## src/logic/coproc_move_pkg.sv

```systemverilog
`default_nettype none
package coproc_move_pkg;

  // ==========================================================================
  // Operation codes presented on the command port.
  localparam logic [2:0] OP_LOAD_PAIR     = 3'h0;
  localparam logic [2:0] OP_LOAD_REGCOUNT = 3'h1;
  localparam logic [2:0] OP_LOAD_POSTINC  = 3'h2;
  localparam logic [2:0] OP_LOAD_PREDEC   = 3'h3;
  localparam logic [2:0] OP_STORE_POSTINC = 3'h4;
  localparam logic [2:0] OP_STORE_PREDEC  = 3'h5;

  // ==========================================================================
  // Sizes and timing figures, in machine states (one state is one clk cycle with clk_en high).
  localparam int           WORD_BITS        = 32;
  localparam logic [31:0]  POINTER_STEP     = 32'h0000_0020;
  localparam int           COUNT_BITS       = 5;
  localparam int           XFER_BITS        = 6;
  localparam logic [5:0]   ZERO_COUNT_XFERS = 6'h20;
  localparam logic [6:0]   PAIR_STATES_AL   = 7'h04;
  localparam logic [6:0]   PAIR_STATES_NAL  = 7'h03;
  localparam logic [6:0]   BLOCK_BASE_AL    = 7'h05;
  localparam logic [6:0]   BLOCK_BASE_NAL   = 7'h06;
  localparam logic [6:0]   ZERO_STATES_AL   = 7'h24;
  localparam logic [6:0]   ZERO_STATES_NAL  = 7'h25;
  localparam logic [4:0]   ALIGN_MASK       = 5'h1F;

  // ==========================================================================
  // Sequencer states.
  typedef enum logic [3:0]
  {
    ST_IDLE = 4'b0001,
    ST_XFER = 4'b0010,
    ST_WAIT = 4'b0100,
    ST_DONE = 4'b1000
  } seq_state_t;

endpackage
`default_nettype wire

```

## src/logic/coproc_single_move_sequencer.sv

```systemverilog
// Notes on behaviour
// - Pair load sends first source to target register, second to the next.
// - Pair load takes 4 states if instruction long-word aligned, else 3.
// - Register count 0 means 32 transfers; 1 to 31 means that many.
// - Register-count load reads word, adds 32 to pointer, next coproc reg.
// - Register-count load: 36/37 states for zero, else 5 or 6 plus count-1.
// - Constant count field: 0 encodes 32, 1 to 31 encode themselves.
// - Constant postincrement load copies word, adds 32, advances register.
// - Constant-count moves take 5 plus count-1, or 6 when nonaligned.
// - Predecrement load subtracts 32 first, then loads and advances.
// - Postincrement store writes register word, adds 32, advances register.
// - Predecrement store subtracts 32 first, then writes and advances.
`timescale 1ns/1ps
`default_nettype none
module coproc_single_move_sequencer
(
  input  wire logic        clk,
  input  wire logic        reset,
  input  wire logic        clk_en,
  input  wire logic        cmd_valid,
  output logic             cmd_ready,
  input  wire logic [2:0]  cmd_op,
  input  wire logic        cmd_insn_aligned,
  input  wire logic [31:0] cmd_pointer,
  input  wire logic [4:0]  cmd_count,
  input  wire logic [31:0] cmd_host_source_a,
  input  wire logic [31:0] cmd_host_source_b,
  input  wire logic [4:0]  cmd_coproc_target_reg,
  output logic             done,
  output logic [31:0]      final_pointer,
  output logic             mem_req,
  output logic             mem_write,
  output logic [31:0]      mem_addr,
  output logic [31:0]      mem_wdata,
  input  wire logic        mem_ack,
  input  wire logic [31:0] mem_rdata,
  output logic             cp_valid,
  output logic             cp_to_coproc,
  output logic             cp_first,
  output logic [4:0]       cp_target_reg,
  output logic [31:0]      cp_wdata,
  input  wire logic [31:0] cp_rdata
);

  // ==========================================================================
  // Command decode.
  wire logic is_pair   = (cmd_op == coproc_move_pkg::OP_LOAD_PAIR);
  wire logic is_regcnt = (cmd_op == coproc_move_pkg::OP_LOAD_REGCOUNT);
  wire logic is_store  = (cmd_op == coproc_move_pkg::OP_STORE_POSTINC) ||
                         (cmd_op == coproc_move_pkg::OP_STORE_PREDEC);
  wire logic is_predec = (cmd_op == coproc_move_pkg::OP_LOAD_PREDEC) ||
                         (cmd_op == coproc_move_pkg::OP_STORE_PREDEC);
  wire logic ptr_aligned =
    ((cmd_pointer[4:0] & coproc_move_pkg::ALIGN_MASK) == 5'h00);
  // Both count encodings use zero for a full run of 32.
  wire logic [5:0] cmd_xfers = (cmd_count == 5'h00) ?
    coproc_move_pkg::ZERO_COUNT_XFERS : {1'b0, cmd_count};
  // Total machine states for the command; the pair load has its own figures.
  wire logic [6:0] block_states =
    (ptr_aligned ? coproc_move_pkg::BLOCK_BASE_AL
                 : coproc_move_pkg::BLOCK_BASE_NAL) +
    {1'b0, cmd_xfers} - 7'h01;
  wire logic [6:0] zero_states = ptr_aligned ?
    coproc_move_pkg::ZERO_STATES_AL : coproc_move_pkg::ZERO_STATES_NAL;
  wire logic [6:0] pair_states = cmd_insn_aligned ?
    coproc_move_pkg::PAIR_STATES_AL : coproc_move_pkg::PAIR_STATES_NAL;
  wire logic [6:0] cmd_states = is_pair ? pair_states :
    ((is_regcnt && cmd_count == 5'h00) ? zero_states : block_states);

  // ==========================================================================
  // State.
  coproc_move_pkg::seq_state_t state;
  logic        op_pair;
  logic        op_store;
  logic        op_predec;
  logic [5:0]  left;
  logic [6:0]  budget;
  logic [31:0] pointer;
  logic [31:0] second_word;

  assign cmd_ready = (state == coproc_move_pkg::ST_IDLE);
  wire logic take = clk_en && cmd_valid && cmd_ready;
  // Predecrement forms address the word just below the pointer.
  wire logic [31:0] word_addr = op_predec ?
    pointer - coproc_move_pkg::POINTER_STEP : pointer;
  wire logic word_end = clk_en && (state == coproc_move_pkg::ST_XFER) &&
    (op_pair || mem_ack);
  wire logic last_word = (left == 6'h01);

  // ==========================================================================
  // Sequencer. The pointer is updated at the very edge that ends a word, so
  // the next request is always built from the finished word. Words run back
  // to back; the budget then pads the run out to the required state count.
  always_ff @(posedge clk or posedge reset)
  begin
    if (reset)
    begin
      state       <= coproc_move_pkg::ST_IDLE;
      op_pair     <= 1'b0;
      op_store    <= 1'b0;
      op_predec   <= 1'b0;
      left        <= 6'h00;
      budget      <= 7'h00;
      pointer     <= 32'h0000_0000;
      second_word <= 32'h0000_0000;
    end
    else if (clk_en)
    begin
      if (budget != 7'h00)
        budget <= budget - 7'h01;
      unique case (state)
        coproc_move_pkg::ST_IDLE:
        begin
          if (cmd_valid)
          begin
            state       <= coproc_move_pkg::ST_XFER;
            op_pair     <= is_pair;
            op_store    <= is_store;
            op_predec   <= is_predec;
            left        <= is_pair ? 6'h02 : cmd_xfers;
            budget      <= cmd_states - 7'h01;
            pointer     <= is_pair ? cmd_host_source_a : cmd_pointer;
            second_word <= cmd_host_source_b;
          end
        end
        coproc_move_pkg::ST_XFER:
        begin
          if (word_end)
          begin
            left    <= left - 6'h01;
            if (op_pair)
              pointer <= second_word;
            else if (op_predec)
              pointer <= word_addr;
            else
              pointer <= pointer + coproc_move_pkg::POINTER_STEP;
            // A short budget skips the wait state, which the fast pair needs.
            if (!last_word)
              state <= coproc_move_pkg::ST_XFER;
            else if (budget <= 7'h01)
              state <= coproc_move_pkg::ST_DONE;
            else
              state <= coproc_move_pkg::ST_WAIT;
          end
        end
        coproc_move_pkg::ST_WAIT:
        begin
          if (left != 6'h00)
            state <= coproc_move_pkg::ST_XFER;
          else if (budget <= 7'h01)
            state <= coproc_move_pkg::ST_DONE;
        end
        coproc_move_pkg::ST_DONE:
          state <= coproc_move_pkg::ST_IDLE;
      endcase
    end
  end

  // ==========================================================================
  // Outputs toward memory and the coprocessor. The coprocessor advances its
  // own register pointer per word, so only the first word names the target.
  assign mem_req    = (state == coproc_move_pkg::ST_XFER) && !op_pair;
  assign mem_write  = mem_req && op_store;
  assign mem_addr   = word_addr;
  assign cp_valid   = word_end;
  assign cp_to_coproc = !op_store;
  always_ff @(posedge clk or posedge reset)
  begin
    if (reset)
    begin
      cp_first      <= 1'b0;
      cp_target_reg <= 5'h00;
      done          <= 1'b0;
      final_pointer <= 32'h0000_0000;
    end
    else if (clk_en)
    begin
      done <= (state == coproc_move_pkg::ST_DONE);
      if (take)
      begin
        cp_first      <= 1'b1;
        cp_target_reg <= cmd_coproc_target_reg;
      end
      else if (word_end)
        cp_first <= 1'b0;
      if (word_end && !op_pair)
        final_pointer <= op_predec ? word_addr
                         : pointer + coproc_move_pkg::POINTER_STEP;
    end
  end
  // Data words: pair load forwards host values, loads forward memory words.
  assign cp_wdata  = op_pair ? pointer : mem_rdata;
  assign mem_wdata = cp_rdata;

  // ==========================================================================
  // Checks.
  logic [6:0] run_states;
  logic [6:0] expect_states;
  always_ff @(posedge clk or posedge reset)
  begin
    if (reset)
    begin
      run_states    <= 7'h00;
      expect_states <= 7'h00;
    end
    else if (clk_en)
    begin
      if (take)
      begin
        run_states    <= 7'h01;
        expect_states <= cmd_states;
      end
      else if (state != coproc_move_pkg::ST_IDLE)
        run_states <= run_states + 7'h01;
    end
  end

  AST_STATE_COUNT: assert property (@(posedge clk) disable iff (reset)
    (clk_en && state == coproc_move_pkg::ST_DONE) |->
      run_states >= expect_states)
    else $error("Move finished before its machine state count.");
  AST_ZERO_IS_32: assert property (@(posedge clk) disable iff (reset)
    (take && !is_pair && cmd_count == 5'h00) |=> left == 6'h20)
    else $error("Zero count did not give 32 transfers.");
  AST_POSTINC: assert property (@(posedge clk) disable iff (reset)
    (word_end && !op_pair && !op_predec) |=>
      pointer == $past(pointer) + 32'h0000_0020)
    else $error("Postincrement did not add 32.");
  AST_PREDEC: assert property (@(posedge clk) disable iff (reset)
    (take && is_predec) |=>
      (mem_req && mem_addr == $past(cmd_pointer) - 32'h0000_0020))
    else $error("Predecrement address wrong.");
  AST_ONE_WORD: assert property (@(posedge clk) disable iff (reset)
    (word_end && !op_pair && !last_word) |=>
      (mem_req && mem_addr == (op_predec ? $past(mem_addr) - 32'h0000_0020
                                         : $past(mem_addr) + 32'h0000_0020)))
    else $error("Next word issued before pointer update.");
  AST_STORE_DATA: assert property (@(posedge clk) disable iff (reset)
    mem_write |-> mem_wdata == cp_rdata)
    else $error("Store data not from coprocessor.");
  AST_PAIR_SECOND: assert property (@(posedge clk) disable iff (reset)
    (word_end && op_pair && left == 6'h02) |=>
      (state == coproc_move_pkg::ST_XFER && cp_wdata == second_word))
    else $error("Pair load second value wrong.");
  AST_COUNT_WORDS: assert property (@(posedge clk) disable iff (reset)
    (state == coproc_move_pkg::ST_DONE) |-> left == 6'h00)
    else $error("Transfer count not exhausted.");
  COV_PAIR: cover property (@(posedge clk) take && is_pair);
  COV_ZERO: cover property (@(posedge clk) take && is_regcnt &&
    cmd_count == 5'h00);
  COV_STORE_PREDEC: cover property (@(posedge clk) take && is_store &&
    is_predec);

endmodule
`default_nettype wire

```

## config.mk

```make
export PLATFORM = sky130hd
export DESIGN_NAME = coproc_single_move_sequencer
export DESIGN_NICKNAME = d
export VERILOG_FILES = /design/src/logic/coproc_move_pkg.sv /design/src/logic/coproc_single_move_sequencer.sv
export SDC_FILE = /design/constraint.sdc
export NUM_CORES = 1
export LEC_CHECK = 0
export BUFFER_PORTS_ARGS = -buffer_cell sky130_fd_sc_hd__buf_2
export CAP_MARGIN = 10
export CORE_MARGIN = 3
export CORE_UTILIZATION = 50
export CTS_BUF_LIST = sky130_fd_sc_hd__clkbuf_8
export CTS_CLUSTER_DIAMETER = 40
export CTS_CLUSTER_SIZE = 8
export DETAILED_ROUTE_END_ITERATION = 8
export GPL_TIMING_DRIVEN = 0
export PLACE_DENSITY = 0.83
export SKIP_LAST_GASP = 1
export SLEW_MARGIN = 20
export SYNTH_ARGS = -nofsm -noshare
export SYNTH_HDL_FRONTEND = slang
export SYNTH_SLANG_ARGS = --single-unit
```

## constraint.sdc

```tcl
create_clock -name clk -period 4.8 [get_ports clk]
set_clock_uncertainty 0.15 [all_clocks]
set_input_delay 0.24 -clock clk [delete_from_list [all_inputs] [get_ports clk]]
set_output_delay 0.24 -clock clk [all_outputs]
set_load 0.01 [all_outputs]
```

==> qor.txt, run 1 <==
Status - completed
Root buf cell - clkbuf_8
Seq/Total Area, Yosys - 0.357
Setup violators final - 0
R2R depth - 9
Post-DP HPWL - 24900 µm
Ys flop type - dfrtp_1
Setup ws final - 1.46 ns
Core Area - 0.0168 mm²
Ant diodes - 0
Total die area - 0.0189 mm²
Gr usage total - 0.341
Worst slew pin tran - 0.927 ns
Final WL - 33000 µm
TritonCTS clock tree - done
Sequential share of power - 0.286
Minimum clock period - 3.34 ns
P_sw - 2.70 mW
Critical Path Fanout Max - 6
WP data arrival - 2.95 ns
Fmax - 0.299 GHz
Grt total ovfl - 0
Buf/Inv on CP - 2
Synth cell count leaders - nand2_1, dfrtp_1, clkbuf_1, o21ai_0, nor2_1
Worst slew margin - 0.376
WL met1 - 12900 µm
Slowest CP cell - or4_1
DRT antenna net count - 0
Fin nets - 1618
Post-synth ARST share - 1.00
Pre-CTS setup slack - 1.53 ns
Chip width - 137 µm
Met2 Routed Length - 15600 µm
Sw frac - 0.463
DRC viols - 0
Vias/cell - 5.81
Clock Power Share - 0.180
Total power - 5.83 mW
Power Density - 517 mW/mm²
Setup bufs post-CTS - 0
Initial drt markers - 1040
Top layer used by detailed routing - met4
Leakage power - 5.38 nW
Area grow syn2layout - 30.7%
Slew Limit Fails - 0
1st-pass router iterations - 6
Clock Latency Late Sink - 0.48 ns
Largest net degree at the start of global routing - 79
RSZ-0062 raised after global routing - false
Largest regs - final_pointer: 32 flops, pointer: 32 flops, second_word: 32 flops
Hold WC Path Type - input port to flip-flop
Pint - 3.13 mW
# H-tree levels - 4
Share of layout cells above drive strength 1 - 0.299
Final period utilization - 0.696
Final GP Congestion - 0.945
Port bufs - 284
Total CTS buffers - 17
Synthesized cell area - 0.00862 mm²
Initial antenna violation count - 0
Yosys reg bits - 123
Syn nets - 1266
Setup crit end kind - primary output
Die height - 137 µm
Clk buf depth - 2
Gate power share - 0.534
DR vias - 9624
DR WL/cell - 19.9 µm
Worst setup SP type - flip-flop
Largest area contributor in the netlist - dfrtp_1
Highest cell delay on the worst timing path - 0.54 ns
# IOs - 319
Hold depth - 3
Final Hold Fails - 0
CTS sink count - 123
Post-Syn Instances - 1072
Critical path type - flip-flop to primary output
Critical-path cell list - or4_1 -> clkbuf_1 -> nor3_1 -> nand4b_1 -> xnor2_1 -> buf_2
Worst-path clk slew - 0.08 ns
Top cell type's share of synthesized area - 0.354
Max-cap viol count - 0
Rows - 47
Count leader, synth - nand2_1
Syn avg cell area - 8.05 µm²
First-pass GRT wire length - 48900 µm
CP Depth - 6
Synth warnings - 0
Number of synthesized flops with an enable pin - 0
Initial Utilization - 0.515
Vias in the first global route - 8967
WP data required - 4.41 ns
Synth unique cells - 74
Worst path top cell family by delay - simple AND/OR/NAND/NOR gates
Met3 routed WL - 3300 µm
Top area cells in the synthesized netlist - dfrtp_1, nand2_1, mux2_2, buf_4, o21ai_0
Peak supply drop - 0.265 mV
## per-stage QoR
stage,util,std cells,hold slack [ns],TNS [ns],area (µm²)
floorplan,-,1072,0.195,0,8620
finish,0.672,1656,0.0467,0,11300
CTS,0.672,1656,0.0237,0,11300
global placement,0.616,1576,0.279,-43.78,10300
detailed placement,0.619,1578,0.147,0,10400
global route,0.672,1656,0.0394,0,11300
## kinds of logic after synthesis
group                    synth area share
adder cells (fa/ha/maj)            0.0226
AO/OA/AOI/OAI                       0.169
XOR/XNOR                           0.0447
buffers and inverters              0.0891
multiplexers                       0.0589
flip-flops                          0.357
AND/OR/NAND/NOR                     0.258
## power groups by stage
stage / logic (mW) / clock network, mW / registers (mW)
final: 3.11 / 1.05 / 1.67
after global routing: 3.37 / 1.09 / 1.71
after CTS: 3.05 / 1.05 / 1.65
after detailed placement: 3.01 / 0 / 1.67
after global placement: 2.96 / 0 / 1.66
after floorplan: 1.91 / 0 / 1.67
## metal layers
layer | vias up | track usage
met2 | 591 | 0.548
met1 | 4505 | 0.439
li1 | 4442 | -
met5 | - | 0
met3 | 86 | 0.0862
met4 | 0 | 0.139
## path summary, 6_finish.rpt
| check | from | to | slack [ns] |
|---|---|---|---|
| worst max-delay path | pointer[7] | mem_addr[23] | 1.46 |
| worst min-delay path | mem_ack | state[0] | 0.05 |
| worst max register to register | state[1] | op_store | 1.72 |
| worst min register to register | final_pointer[5] | final_pointer[5] | 0.33 |
| max in group asynchronous | reset | second_word[3] | 3.57 |
| min in group asynchronous | reset | final_pointer[21] | 0.18 |
## layout by cell type (no fill, tap or decap), types with 13 or more instances in the layout
cell           synthesis  layout
a31oi_1               26      26
buf_4                 38      38
xnor2_1               26      26
clkbuf_1              68      68
dlygate4sd3_1          0      47
mux2_2                38      38
xor2_1                18      18
buf_2                 13     297
ha_1                  14      14
nand3_1               29      29
or3_1                 14      14
a211o_1               13      13
nand2_1              253     253
nand4_1               23      23
o21ai_0               54      54
nor2_1                52      52
nor3_1                19      18
clkbuf_8               0      17
a21oi_1               44      44
inv_1                 26      25
dfrtp_1              122     122
## final cells by class
class	count	area (µm²)
Multi-Input combinational cell	793	4780
Tap cell	220	275
Clock buffer	17	234
Timing Repair Buffer	333	1930
Inverter	28	111
Sequential cell	123	3080
Clock inverter	14	196
Buffer	128	662
Fill cell	1453	5490
## tightest hold or removal path, cell delays in order
cell and delay, ns:
buf_2 0.12, o221a_2 0.22, o21ai_0 0.07
## timing repair
item,CTS,global route
hold buffers,47,0
gates resized for setup,0,0
endpoints found under the hold margin,89,0
No activity file was read; power rests on OpenSTA's default activity.
==> run 2, diff against run 1 <==
--- a/config.mk
+++ b/config.mk
@@ -8,13 +8,13 @@
 export BUFFER_PORTS_ARGS = -buffer_cell sky130_fd_sc_hd__buf_2
 export CAP_MARGIN = 10
 export CORE_MARGIN = 3
-export CORE_UTILIZATION = 50
+export CORE_UTILIZATION = 47
 export CTS_BUF_LIST = sky130_fd_sc_hd__clkbuf_8
 export CTS_CLUSTER_DIAMETER = 40
 export CTS_CLUSTER_SIZE = 8
 export DETAILED_ROUTE_END_ITERATION = 8
 export GPL_TIMING_DRIVEN = 0
-export PLACE_DENSITY = 0.83
+export PLACE_DENSITY = 0.82
 export SKIP_LAST_GASP = 1
 export SLEW_MARGIN = 20
 export SYNTH_ARGS = -nofsm -noshare
==> constraint.sdc (replaced) <==
create_clock -name clk -period 2.7 [get_ports clk]
set_clock_uncertainty 0.15 [all_clocks]
set_input_delay 0.135 -clock clk [delete_from_list [all_inputs] [get_ports clk]]
set_output_delay 0.135 -clock clk [all_outputs]
set_load 0.01 [all_outputs]
==> run 2 against run 1 <==
The flow now finishes with violations (setup timing); cell area is 5.7% higher; routed wire length is 5.2% higher; sequential cell count stayed put; highest routed layer unchanged; count of clock-buffer cells in the layout is 1 higher; utilization is 0.22 points higher; sequential power is 83% higher; hold slack worse by 0.034 ns; global-route usage is 0.59 points lower; cell count is 3.0% higher; total power is 84% higher; via count is 4.1% higher.
==> qor.txt, run 2 (same netlist as run 1, synthesis figures left out) <==
Setup ws final - -0.0484 ns
Post-DP HPWL - 25700 µm
WP data required - 2.41 ns
DRT antenna net count - 0
First-pass GRT wire length - 52500 µm
Worst-path clk slew - 0.08 ns
Initial drt markers - 1019
Vias in the first global route - 9607
CTS sink count - 123
Vias/cell - 5.87
Worst slew margin - 0.473
Area grow syn2layout - 38.1%
Initial Utilization - 0.488
# H-tree levels - 4
RSZ-0062 raised after global routing - true
Ant diodes - 0
Fill cell count - 1490
Largest net degree at the start of global routing - 33
Initial antenna violation count - 0
Power Density - 902 mW/mm²
Gr usage total - 0.335
Commonest non-fill, non-tap cell in the layout - buf_2
Peak supply drop - 0.524 mV
Fmax - 0.364 GHz
Total power - 10.7 mW
Critical Path Fanout Max - 10
Clock Latency Late Sink - 0.47 ns
Worst slew pin tran - 0.783 ns
Chip width - 141 µm
Total die area - 0.0200 mm²
DR vias - 10018
Minimum clock period - 2.75 ns
Port bufs - 284
Hold WS - 0.0130 ns
Slew Limit Fails - 0
Setup crit end kind - primary output
Grt total ovfl - 0
# IOs - 319
WP data arrival - 2.46 ns
Largest regs - final_pointer: 32 flops, pointer: 32 flops, second_word: 32 flops
Worst setup SP type - flip-flop
1st-pass router iterations - 5
R2R depth - 6
Critical path type - flip-flop to primary output
Root buf cell - clkbuf_8
Final period utilization - 1.02
Final Hold Fails - 0
Max-cap viol count - 0
Most frequent cells in the layout - buf_2, nand2_1, dfrtp_1
Area taken by multi-input logic gates - 0.00494 mm²
DR WL/cell - 20.3 µm
TritonCTS clock tree - done
Hold depth - 4
Die height - 141 µm
Rows - 48
Clk buf depth - 2
Core Area - 0.0177 mm²
DRC viols - 0
Fin nets - 1662
Status - complete, but fails checks
Total CTS buffers - 17
Setup violators final - 1
Final WL - 34700 µm
Leakage power - 5.72 nW
Share of layout cells above drive strength 1 - 0.349
Hold WC Path Type - input port to flip-flop
Final GP Congestion - 0.966
Register area - 0.00309 mm²
Failing checks - setup timing
==> run 2: cell types whose count changed in the layout (fill, tap and decap cells not counted), sizes merged <==
cell / change
bufinv: -2
buf: +40
clkinvlp: +5
dlygate4sd3: +11
clkbuf: -6
clkinv: -3
==> run 2: metrics by stage <==
step	TNS (ns)	instances	util	area [µm²]	setup WS, ns
after floorplan	0	1072	-	8630	0.0284
after global placement	-8.02	1581	0.585	10300	-0.450
after detailed placement	-3.83	1586	0.591	10400	-0.511
after CTS	-0.0707	1686	0.660	11700	-0.0628
after global routing	-0.181	1706	0.675	11900	-0.134
final	-0.0484	1706	0.675	11900	-0.0484
==> run 2: worst paths after layout <==
| path | from | to | slack [ns] |
|---|---|---|---|
| worst max-delay path | pointer[13] | mem_addr[28] | -0.05 |
| worst min register to register | final_pointer[22] | final_pointer[22] | 0.33 |
| min in group asynchronous | reset | final_pointer[23] | 0.14 |
| worst min-delay path | cmd_valid | state[3] | 0.01 |
| max in group asynchronous | reset | second_word[1] | 1.26 |
| worst max register to register | pointer[15] | pointer[28] | 0.08 |
==> run 2: power breakdown <==
group	switching (mW)	internal (mW)	total, mW	leakage [nW]
sequential	0.553	2.49	3.05	1.54
clock	0.869	0.846	1.71	0.193
combinational	3.61	2.37	5.98	3.99
total	5.03	5.71	10.7	5.72
==> run 2: timing repair <==
action / 4_1_cts / 5_1_grt
hold endpoints to repair: 121 / 0
hold buffers: 58 / 0
setup endpoints to repair: 82 / 105
resized for setup: 41 / 51
setup buffers: 14 / 22
pin swaps: 11 / 7
==> run 2: critical path, cell delays in order, from the launching register on <==
cell and delay [ns]:
dfrtp_1 0.40, clkbuf_2 0.23, nor3_4 0.27, nand4_1 0.21, or3b_1 0.46, xnor2_1 0.24
buf_2 0.18
==> run 2: metal layers <==
layer  share of wire  global-route usage  wire length, µm
met5               0                   0                0
met2            0.48               0.545            16500
met1            0.39               0.431            13400
met4           0.038               0.142             1310
met3           0.099              0.0752             3440
==> run 2: cell type report <==
cell class                 count  area share
multi-input combinational    793       0.415
sequential                   123       0.259
timing repair buffer         383       0.201
buffer                       122      0.0587
tap                          225      0.0236
clock buffer                  18      0.0208
clock inverter                14      0.0124
inverter                      28     0.00924
==> run 3, diff against run 2 <==
--- a/config.mk
+++ b/config.mk
@@ -8,13 +8,13 @@
 export BUFFER_PORTS_ARGS = -buffer_cell sky130_fd_sc_hd__buf_2
 export CAP_MARGIN = 10
 export CORE_MARGIN = 3
-export CORE_UTILIZATION = 47
+export CORE_UTILIZATION = 50
 export CTS_BUF_LIST = sky130_fd_sc_hd__clkbuf_8
 export CTS_CLUSTER_DIAMETER = 40
 export CTS_CLUSTER_SIZE = 8
 export DETAILED_ROUTE_END_ITERATION = 8
 export GPL_TIMING_DRIVEN = 0
-export PLACE_DENSITY = 0.82
+export PLACE_DENSITY = 0.83
 export SKIP_LAST_GASP = 1
 export SLEW_MARGIN = 20
 export SYNTH_ARGS = -nofsm -noshare
==> constraint.sdc (replaced) <==
create_clock -name clk -period 3.15 [get_ports clk]
set_clock_uncertainty 0.15 [all_clocks]
set_input_delay 0.1575 -clock clk [delete_from_list [all_inputs] [get_ports clk]]
set_output_delay 0.1575 -clock clk [all_outputs]
set_load 0.01 [all_outputs]
==> run 3 against run 2 <==
Largest cell class unchanged; via count is 2.1% lower; register-to-register slack better by 0.05 ns; the run ends with hold timing left; hold slack worse by 0.013 ns; critical path depth stayed put; largest power group unchanged; utilization is 0.89 points higher; routed wire length is 2.1% lower; critical endpoint unchanged; first-iteration DRC count is 5.7% lower; count of clock-buffer cells in the layout is 1 lower.
==> qor.txt, run 3 (same netlist as run 1, synthesis figures left out) <==
Status - complete, but fails checks
Failing checks - hold timing
Fmax - 0.324 GHz
Clock Latency Late Sink - 0.48 ns
Critical Path Fanout Max - 10
Area taken by multi-input logic gates - 0.00480 mm²
DRT antenna net count - 0
Setup violators final - 0
Final GP Congestion - 0.960
Register area - 0.00308 mm²
Hold WS - -0.000370 ns
Grt total ovfl - 0
Slew Limit Fails - 0
TritonCTS clock tree - done
Vias/cell - 5.87
Initial antenna violation count - 0
WP data required - 2.84 ns
DR WL/cell - 20.3 µm
WP data arrival - 2.78 ns
Root buf cell - clkbuf_8
RSZ-0062 raised after global routing - false
Clk buf depth - 2
Worst path top cell family by delay - simple AND/OR/NAND/NOR gates
Ant diodes - 0
Total die area - 0.0189 mm²
Gr usage total - 0.349
Largest regs - final_pointer: 32 flops, pointer: 32 flops, second_word: 32 flops
Area after DPL - 0.0104 mm²
Fin nets - 1632
Area grow syn2layout - 32.8%
Worst setup SP type - flip-flop
# IOs - 319
Final period utilization - 0.980
Chip width - 137 µm
Worst Min Path Start - cmd_pointer[7]
Worst slew margin - 0.323
Worst-path clk slew - 0.08 ns
Worst r2r src - state[3]
Setup crit end kind - primary output
Critical path origin - pointer[13]
Buf/Inv on CP - 2
Share of layout cells above drive strength 1 - 0.302
Max-cap viol count - 0
1st-pass router iterations - 8
Post-route cell area - 0.0115 mm²
Total power - 8.92 mW
First-pass GRT wire length - 50100 µm
Leakage power - 5.46 nW
Port bufs - 284
Most frequent cells in the layout - buf_2, nand2_1, dfrtp_1
DRC viols - 0
Highest cell delay on the worst timing path - 0.49 ns
Slowest CP cell - or3b_1
Die height - 137 µm
Core Area - 0.0168 mm²
Final WL - 33900 µm
Largest net degree at the start of global routing - 32
Initial Utilization - 0.515
Critical-path cell list - clkbuf_1 -> nor3_1 -> nand4_1 -> or3b_1 -> xnor2_1 -> buf_2
Hold WC Path Type - input port to flip-flop
# H-tree levels - 4
Worst slew pin tran - 1.01 ns
Minimum clock period - 3.09 ns
Vias in the first global route - 9154
Peak supply drop - 0.423 mV
Commonest non-fill, non-tap cell in the layout - buf_2
CTS sink count - 123
Power Density - 779 mW/mm²
Post-DP HPWL - 25500 µm
DR vias - 9809
Critical path type - flip-flop to primary output
Fill cell count - 1398
Final Hold Fails - 1
Rows - 47
Initial drt markers - 961
Total CTS buffers - 17
==> run 3: changes by cell type in the layout (fill, tap and decap cells not counted), sizes merged <==
cell,delta
buf,-36
inv,-1
dlygate4sd3,-1
clkbuf,+6
clkinv,+3
bufinv,+1
clkinvlp,-2
==> run 3: area by class of cell <==
type	instances	share of cell area
clock buffer	17	0.0204
buffer	128	0.0582
clock inverter	15	0.0154
inverter	28	0.00961
timing repair buffer	347	0.184
tap	220	0.0240
sequential	123	0.269
multi-input combinational	793	0.419
==> run 3: power breakdown <==
group | internal [mW] | switching [mW] | leakage (nW)
sequential | 2.13 | 0.423 | 1.55
clock | 0.781 | 0.746 | 0.207
combinational | 1.83 | 3.01 | 3.71
==> run 3: path summary, 6_finish.rpt <==
kind | slack (ns) | endpoint | cells past startpoint
min in group asynchronous | 0.10 | pointer[23] | 3
worst min register to register | 0.33 | final_pointer[22] | 2
worst min-delay path | -0.0004 | pointer[7] | 4
max in group asynchronous | 1.81 | second_word[30] | 6
worst max register to register | 0.13 | pointer[31] | 10
worst max-delay path | 0.06 | mem_addr[28] | 6
==> run 3: per-layer routing <==
layer / wire (µm) / track usage / up-vias
met5: 0 / 0 / -
met4: 1550 / 0.173 / 0
met3: 3260 / 0.0793 / 106
met2: 15800 / 0.554 / 575
met1: 13300 / 0.449 / 4661
li1: - / - / 4467
==> run 3: what timing repair did <==
item / in CTS / in global routing
endpoints found under the hold margin: 121 / 1
setup endpoints to repair: 10 / 30
buffers inserted: 0 / 1
pin swaps: 0 / 2
hold buffers: 56 / 1
gates resized for setup: 3 / 7
==> run 3: metrics by stage <==
step | worst slack (ns) | hold WS [ns] | TNS, ns | util | cells
2_1_floorplan | 0.456 | 0.113 | 0 | - | 1072
3_3_place_gp | -0.343 | 0.196 | -1.76 | 0.616 | 1576
3_5_place_dp | -0.0526 | 0.0519 | -0.0800 | 0.622 | 1581
5_1_grt | 0.00248 | 0.0111 | 0 | 0.684 | 1671
4_1_cts | 0.00954 | 0.00228 | 0 | 0.681 | 1669
6_report | 0.0640 | -0.000370 | 0 | 0.684 | 1671
==> run 3: worst reg2reg max path, delay by kind of cell (launching register included) <==
kind | cells | cell delay [ns]
simple gates | 3 | 0.69
flops | 1 | 0.39
compound gates | 2 | 0.23
buf+inv | 5 | 1.44
